==> config.mk <==
export PLATFORM = sky130hd
export DESIGN_NAME = pfc_counter
export DESIGN_NICKNAME = d
export VERILOG_FILES = /design/src/verilog/pfc_pkg.sv /design/src/verilog/pfc_pin_sync.sv /design/src/verilog/pfc_counter.sv
export SDC_FILE = /design/constraint.sdc
export NUM_CORES = 1
export LEC_CHECK = 0
export BUFFER_PORTS_ARGS = -buffer_cell sky130_fd_sc_hd__buf_2
export CAP_MARGIN = 20
export CORE_ASPECT_RATIO = 0.8
export CORE_MARGIN = 3
export CORE_UTILIZATION = 53
export DETAILED_ROUTE_END_ITERATION = 8
export GPL_ROUTABILITY_DRIVEN = 0
export PLACE_DENSITY = 0.78
export SLEW_MARGIN = 10
export SYNTH_ARGS = -nofsm -noshare
export SYNTH_HDL_FRONTEND = slang
export SYNTH_SLANG_ARGS = --single-unit
==> constraint.sdc <==
create_clock -name mclk -period 1.52 [get_ports mclk]
set_input_delay 0.152 -clock mclk [delete_from_list [all_inputs] [get_ports mclk]]
set_output_delay 0.152 -clock mclk [all_outputs]
set_load 0.01 [all_outputs]
==> src/verilog/pfc_pkg.sv <==
package pfc_pkg;
    // Variant selector: decade (divide-by-five section) or binary (divide-by-eight)
    localparam logic VARIANT_DECADE = 1'b1;
    localparam logic VARIANT_BINARY = 1'b0;
    localparam int CNT_WIDTH = 4;
    localparam logic [3:0] CNT_RESET = 4'h0;
    localparam logic [2:0] QUINARY_LAST = 3'h4;
    localparam logic [2:0] OCTAL_LAST = 3'h7;
    localparam int SYNC_STAGES = 3;
    // Strobe and clear bits idle high; clock bits low
    localparam logic [7:0] SYNC_RESET = 8'h0c;
endpackage

==> src/verilog/pfc_pin_sync.sv <==
`timescale 1ns/100ps
// Three-stage pin synchroniser; a change counts once stages two and three agree
module pfc_pin_sync #(
    parameter int WIDTH = 1,
    parameter logic [WIDTH-1:0] INIT = '0
) (
    input wire logic mclk,
    input wire logic rst,
    input wire logic [WIDTH-1:0] pinIn,
    output logic [WIDTH-1:0] pinOut
);
    logic [WIDTH-1:0] s1_reg, s2_reg, s3_reg, out_reg;
    logic [WIDTH-1:0] out_next;

    always_comb begin
        out_next = out_reg;
        for (int i = 0; i < WIDTH; i++) begin
            if (s2_reg[i] == s3_reg[i]) begin
                out_next[i] = s3_reg[i];
            end
        end
    end

    always_ff @(posedge mclk or posedge rst) begin
        if (rst) begin
            s1_reg <= INIT;
            s2_reg <= INIT;
            s3_reg <= INIT;
            out_reg <= INIT;
        end else begin
            s1_reg <= pinIn;
            s2_reg <= s1_reg;
            s3_reg <= s2_reg;
            out_reg <= out_next;
        end
    end

    assign pinOut = out_reg;
endmodule // pfc_pin_sync

==> src/verilog/pfc_counter.sv <==
`timescale 1ns/100ps
// Function
// - Decade variant counts BCD zero to nine
// - Separate divide-by-two and divide-by-five stages
// - Bi-quinary gives square wave at tenth rate
// - Binary variant divides by two, eight, sixteen
// - Low strobe loads data onto outputs
// - Low clear forces all outputs zero
// - Stages advance on falling clock edge only
module pfc_counter
    import pfc_pkg::*;
#(
    parameter logic VARIANT = VARIANT_DECADE
) (
    input wire logic mclk,
    input wire logic rst,
    input wire logic clkFirstPin,
    input wire logic clkSecondPin,
    input wire logic strobeNPin,
    input wire logic clearNPin,
    input wire logic [3:0] dataPin,
    output logic [3:0] countOut
);
    ////////////////////////////////////////////////////////////////////////
    // Pin synchronisers; strobe and clear inactive (high) at reset
    // Bit map: clock A, clock B..D, strobe, clear, then data
    // Data rides the same filter, so a load only sees a word once it is stable
    logic [7:0] pinsIn, pinsSync;
    assign pinsIn = {dataPin, clearNPin, strobeNPin, clkSecondPin, clkFirstPin};

    pfc_pin_sync #(.WIDTH(8), .INIT(SYNC_RESET)) uSync (
        .mclk(mclk),
        .rst(rst),
        .pinIn(pinsIn),
        .pinOut(pinsSync)
    );

    logic clkFirst, clkSecond, strobeN, clearN;
    logic [3:0] dataIn;
    assign clkFirst = pinsSync[0];
    assign clkSecond = pinsSync[1];
    assign strobeN = pinsSync[2];
    assign clearN = pinsSync[3];
    assign dataIn = pinsSync[7:4];

    ////////////////////////////////////////////////////////////////////////
    // Falling-edge detect on the filtered clocks
    // History resets to the synchroniser's own level, so the first settle
    // after reset can only look like a rising edge, which never counts
    logic clkFirstPrev_reg, clkSecondPrev_reg;
    logic clkFirstPrev_next, clkSecondPrev_next;
    logic fallFirst, fallSecond;
    assign fallFirst = clkFirstPrev_reg & ~clkFirst;
    assign fallSecond = clkSecondPrev_reg & ~clkSecond;

    always_comb begin
        clkFirstPrev_next = clkFirst;
        clkSecondPrev_next = clkSecond;
    end

    always_ff @(posedge mclk or posedge rst) begin
        if (rst) begin
            clkFirstPrev_reg <= SYNC_RESET[0];
            clkSecondPrev_reg <= SYNC_RESET[1];
        end else begin
            clkFirstPrev_reg <= clkFirstPrev_next;
            clkSecondPrev_reg <= clkSecondPrev_next;
        end
    end

    ////////////////////////////////////////////////////////////////////////
    // Stage A is the lone binary; bits D..B form the upper section
    logic bitA_reg, bitA_next;
    logic [2:0] upper_reg, upper_next;

    function automatic logic [2:0] upperStep(input logic [2:0] v);
        logic [2:0] lastVal;
        lastVal = (VARIANT == VARIANT_DECADE) ? QUINARY_LAST : OCTAL_LAST;
        // Codes above the last one wrap too, so a bad preset recovers
        if (v >= lastVal) begin
            upperStep = 3'h0;
        end else begin
            upperStep = v + 3'h1;
        end
    endfunction

    always_comb begin
        bitA_next = bitA_reg;
        upper_next = upper_reg;
        // Clear outranks strobe, and both outrank counting
        if (!clearN) begin
            bitA_next = 1'b0;
            upper_next = 3'h0;
        end else if (!strobeN) begin
            bitA_next = dataIn[0];
            upper_next = dataIn[3:1];
        end else begin
            if (fallFirst) begin
                bitA_next = ~bitA_reg;
            end
            if (fallSecond) begin
                upper_next = upperStep(upper_reg);
            end
        end
    end

    // Registers only; every decision is made in the block above
    always_ff @(posedge mclk or posedge rst) begin
        if (rst) begin
            bitA_reg <= CNT_RESET[0];
            upper_reg <= CNT_RESET[3:1];
        end else begin
            bitA_reg <= bitA_next;
            upper_reg <= upper_next;
        end
    end

    // Decade upper section holds 0..4 and sits at weights 2,4,8 only in BCD wiring
    // Bits B..D carry the quinary value directly; output ordering matches packaging
    assign countOut = {upper_reg, bitA_reg};
endmodule // pfc_counter

Yosys cells after proc, flatten, opt, wreduce, memory -nomap -nowiden
Index checks and enable logic that the tools add are counted.
Storage, ports and cells
  output and inout port bits: 4
  bits in latches: 0
  bits in read-only memories: 0
  bits in writable memories: 0
  flip-flop bits (word level): 38
  logic and storage cells: 39
  input port bits: 10
  memories kept: 0
Cells by class
  equality and inequality tests: 10
  magnitude comparators: 1
  mux-type cells: 7
  reductions and logical operators: 0
  divide/modulo/power cells: 0
  bitwise gates (word level): 5
  add/subtract/negate cells: 1
  $mul: 0
  shift-type cells: 0
Operator list (number)
  3-bit two-way mux: 4
  1-bit == test: 8
  3-bit inequality test (second input constant): 2
  3-bit by 1-bit adder with 3-bit output (second input constant): 1
  3-bit greater-or-equal comparator (second input constant): 1
  1-bit two-way mux: 3
  1-bit inverter: 3
  1-bit bitwise AND: 2

Longest topological paths before layout
  word-level depth: 5
  mapped depth: 4
  mapped depth without buffers: 4

Hierarchy
A second synthesis with hierarchy kept.
Unflattened totals
  cell total of the unflattened synthesis: 71
  area total of the unflattened synthesis: 1224.9 µm²
By module, submodules not included
  pfc_pin_sync: seq. area each 810.8 µm², area an instance 904.6 µm², cells each 41, instances 1
  pfc_counter: seq. area each 150.1 µm², area an instance 320.3 µm², cells each 30, instances 1

Worst setup path after synthesis
OpenSTA, ideal clock, no wires.
  path kind: register to register
  start point: reg upper_reg[0]
  end point: reg upper_reg[1]
  slack: 0.409 ns
  buffers on the path: 0
  stages on the path, launching flop included: 5
  arrival time: 0.987 ns
  setup time: 0.123 ns
  period minus slack after synthesis: 1.111 ns
  data required time: 1.397 ns
  cell sequence: dfrtp_1 > inv_1 > ha_1 > a31oi_1 > o2bb2ai_1
Between the ends
  longest elaborated chain between the ends: 5
  elaborated cells between the ends (all ways): 6
  classes of those cells: 1 x add/sub; 1 x order compare; 4 x mux
RTL lines
  start, declared: RTL line pfc_counter.sv:74  | logic [2:0] upper_reg, upper_next;
  start signal, assigned: RTL line pfc_counter.sv:111  | upper_reg <= CNT_RESET[3:1];
  start signal, assigned: RTL line pfc_counter.sv:114  | upper_reg <= upper_next;
  3-bit by 1-bit adder with 3-bit output / 3-bit greater-or-equal comparator (equally long branches): RTL line pfc_counter.sv:83, pfc_counter.sv:80
  3-bit two-way mux (*): RTL line pfc_counter.sv:80  | if (v >= lastVal) begin
  3-bit two-way mux (*): RTL line pfc_counter.sv:101  | if (fallSecond) begin
  3-bit two-way mux (*): RTL line pfc_counter.sv:94  | end else if (!strobeN) begin
  3-bit two-way mux (*): RTL line pfc_counter.sv:91  | if (!clearN) begin
Mark *: on every way between the ends. The rest lies on a longest branch, timed or not. The select of a mux whose other input is x is not followed.
A chain may end at the register's enable or synchronous reset.

Worst setup path in the final report
Same ends and word-level chain as after synthesis.

==> impl_results.md <==
* Design area at 1470 µm²
* WS Path Type: flop to flop
* Synth area leader: dfrtp_1
* Critical Path Fanout Max at 5
* I/O Pins at 14
* Finished Layout Cells at 125
* Clock network power share at between 30% and 40%
* DIE HEIGHT at a little under 50 µm
* Tightest Pin Transition at around 0.44 ns
* Worst endpoint required time at between 1.5 and 2 ns
* Sequential-to-total area share from yosys stat at 78.6%
* Worst skew pair latency at around 0.32 ns
* Post-synth EDFFs at 0
* Hold Path Stages at 0
* Area growth syn-to-layout at 20.6%
* Bufs and invs on worst path at 1
* P_int at between 0.0015 and 0.002 W
* Synth Warn # at 0
* Row count at 14
* Ant diodes at 0
* Sw Pwr at 0.000421 W
* CP peak stage delay at between 0.4 and 0.5 ns
* Routed wire per std cell at 12.3 µm
* R2r startpoint: upper_reg[0]
* Routed Antenna Nets at 0
* Post-synth top area share at between 60 and 70%
* Cells traversed along the worst timing path: inv_1 > ha_1 > a31oi_1 > o2bb2ai_1
* Count of final max-slew check failures at 0
* Setup TNS at 0 ns
* Period utilization at 74.7%
* Vias in the first global route at 640
* Core area at between 2000 and 2500 µm²
* Sequential power share at 59.1%
* CP startpoint kind: flop
* Clk slew on worst S/H paths at around 0.11 ns
* CTS max path bufs at 2
* Skew final at 0.00682 ns
* GRT overflow at 0
* Async SR Flop Fraction at 100%
* Synthesized area at approximately 1200 µm²
* Die Span X at approximately 60 µm
* RSZ-0062 raised after global routing: false
* Status: finished clean
* Clock Sinks at 38
* Hold Path Sink: uSync.s2_reg[0]
* Crit path DAT at 1.36 ns
* Relative slew slack at between 70% and 80%
* VDD IR max at about 970 µV
* Starting density of the core at about 60%
* Initial antenna violation count at 0
* Upper clock frequency limit at slightly below 900 MHz
* Family with the most delay on the worst path: flip-flops
* Pleak at 0.664 nW
* DP HPWL at 970 µm
* Hold path start: uSync.s1_reg[0]
* Max Cap Viol at 0
* DP Area at about 1300 µm²
* Comb power frac at between 7 and 8%
* Final setup fails at 0
* Syn avg cell area at 17.0 µm²
* Synth Register Bits at 38
* Number of setup buffers added after CTS at 0
* Syn nets at 84
* Number of vias per cell at between 4 and 5
* WL final at about 1500 µm
* Top cells by count, synth: dfrtp_1 (30), dfstp_2 (8), maj3_1 (8), inv_1 (5), nor2b_1 (4)
* Vias post-DR at around 620
* DR iter-0 viols at 2
* Prevailing post-synth register cell: dfrtp_1
* FF-to-FF End: upper_reg[1]
* DP Cell Count at approximately 110
* Critical Path End Type: flop
* First-pass detailed-route iteration total at 4
* Slowest cell on crit path: dfrtp_1
* Power per Cell Area at 1310 nW/µm²
* Nets at about 110
* CTS Root Cell: clkbuf_4
* R2R Setup Slk at 0.39 ns
* Mapped Cells at approximately 70
* DR DRC count at 0
* CTS tree: built
* Top area cells in the synthesized netlist: dfrtp_1 (61%), dfstp_2 (17%), maj3_1 (6.6%)
* Fin. Hold Viols at 0
* Hold Crit Class: flop to flop
* Worst Reg-to-Reg Cells at 4
* Largest net degree at the start of global routing at 39
* Htree depth at 2
* Minimum clock period at around 1.1 ns
* Port buffer count at 13
* Resized cells post-CTS at 0
* Cts bufs inserted at 5
* Global-route usage over all layers at 13.7%
* Die area at approximately 2900 µm²
* Most common cell in the netlist: dfrtp_1
* Unique cell type count in the Yosys netlist at 17
* Sw Ratio at ~22%
* Layout cells sized above 1 at approximately a third
* Global-route wire length before repair at around 2800 µm
metal layers:
| metal | global-route usage, % | share of wire [%] | vias to the layer above |
|---|---|---|---|
| li1 | - | - | 290 |
| met1 | 16.3 | 44 | 305 |
| met2 | 17.8 | 46 | 20 |
| met3 | 6.08 | 5.9 | 7 |
| met4 | 12.5 | 4.2 | 0 |
| met5 | 0 | 0 | - |
power groups by stage:
stage               combinational, W  sequential (W)  clock (W)
floorplan                   0.000104         0.00115          0
global placement            0.000129         0.00116          0
detailed placement          0.000136         0.00117          0
CTS                         0.000153         0.00115   0.000666
global route                0.000170         0.00116   0.000726
finish                      0.000150         0.00115   0.000641
repair_timing:
item,4_1_cts,5_1_grt
endpoints found under the setup margin,0,0
hold endpoints to repair,38,0
hold buffers,9,0
kinds of logic (layout without fill, tap and decap cells):
| group | Yosys count | in the layout | share of synthesized area (%) |
|---|---|---|---|
| AOI/OAI and AO/OA | 9 | 9 | 5.12 |
| xor gates and xnor gates | 1 | 1 | 0.717 |
| adders and majority gates | 10 | 10 | 8.60 |
| buffers and inverters | 7 | 36 | 3.07 |
| DFF | 38 | 38 | 78.6 |
| and+or+nand+nor | 7 | 7 | 3.89 |
metrics by stage:
stage | utilization (%) | setup WS, ns | total power (W) | hold slack [ns]
floorplan | - | 0.409 | 0.00126 | 0.156
global placement | 64.3 | 0.450 | 0.00129 | 0.257
detailed placement | 64.3 | 0.375 | 0.00130 | 0.258
CTS | 72.5 | 0.364 | 0.00197 | 0.355
global route | 72.5 | 0.309 | 0.00205 | 0.367
finish | 72.5 | 0.385 | 0.00194 | 0.349
cell type report:
cell class	instances	area (µm²)
clock buffers	5	37.5
clock inverters	3	40.0
fillers	133	558
inverters	5	18.8
multi-input cells	27	224
flip-flops and latches	38	961
well taps	24	30.0
repair buffers	23	163
worst max-delay path by stage:
stage | from | endpoint | slack (ns) | cells after the start
final | upper_reg[0] | upper_reg[1] | 0.39 | 4
after global routing | upper_reg[0] | upper_reg[1] | 0.31 | 4
after CTS | upper_reg[0] | upper_reg[1] | 0.36 | 4
after detailed placement | upper_reg[0] | upper_reg[1] | 0.37 | 4
after global placement | upper_reg[0] | upper_reg[1] | 0.45 | 4
after floorplan | upper_reg[0] | upper_reg[1] | 0.41 | 4
layout by cell type (no fill, tap or decap):
cell type	Yosys	final
inv_1	5	5
nor3b_2	1	1
dfrtp_1	30	30
clkinv_2	0	2
a21oi_1	2	2
o21ai_0	1	1
maj3_1	8	8
clkbuf_4	0	5
o2bb2ai_1	3	3
dfstp_2	8	8
xnor2_1	1	1
dlygate4sd3_1	0	9
nand2_1	1	1
nor2_2	1	1
ha_1	2	2
bufinv_16	0	1
buf_4	1	1
buf_2	0	13
a31oi_1	2	2
o21ai_2	1	1
nor2b_1	4	4
No activity file was read; power rests on OpenSTA's default activity.
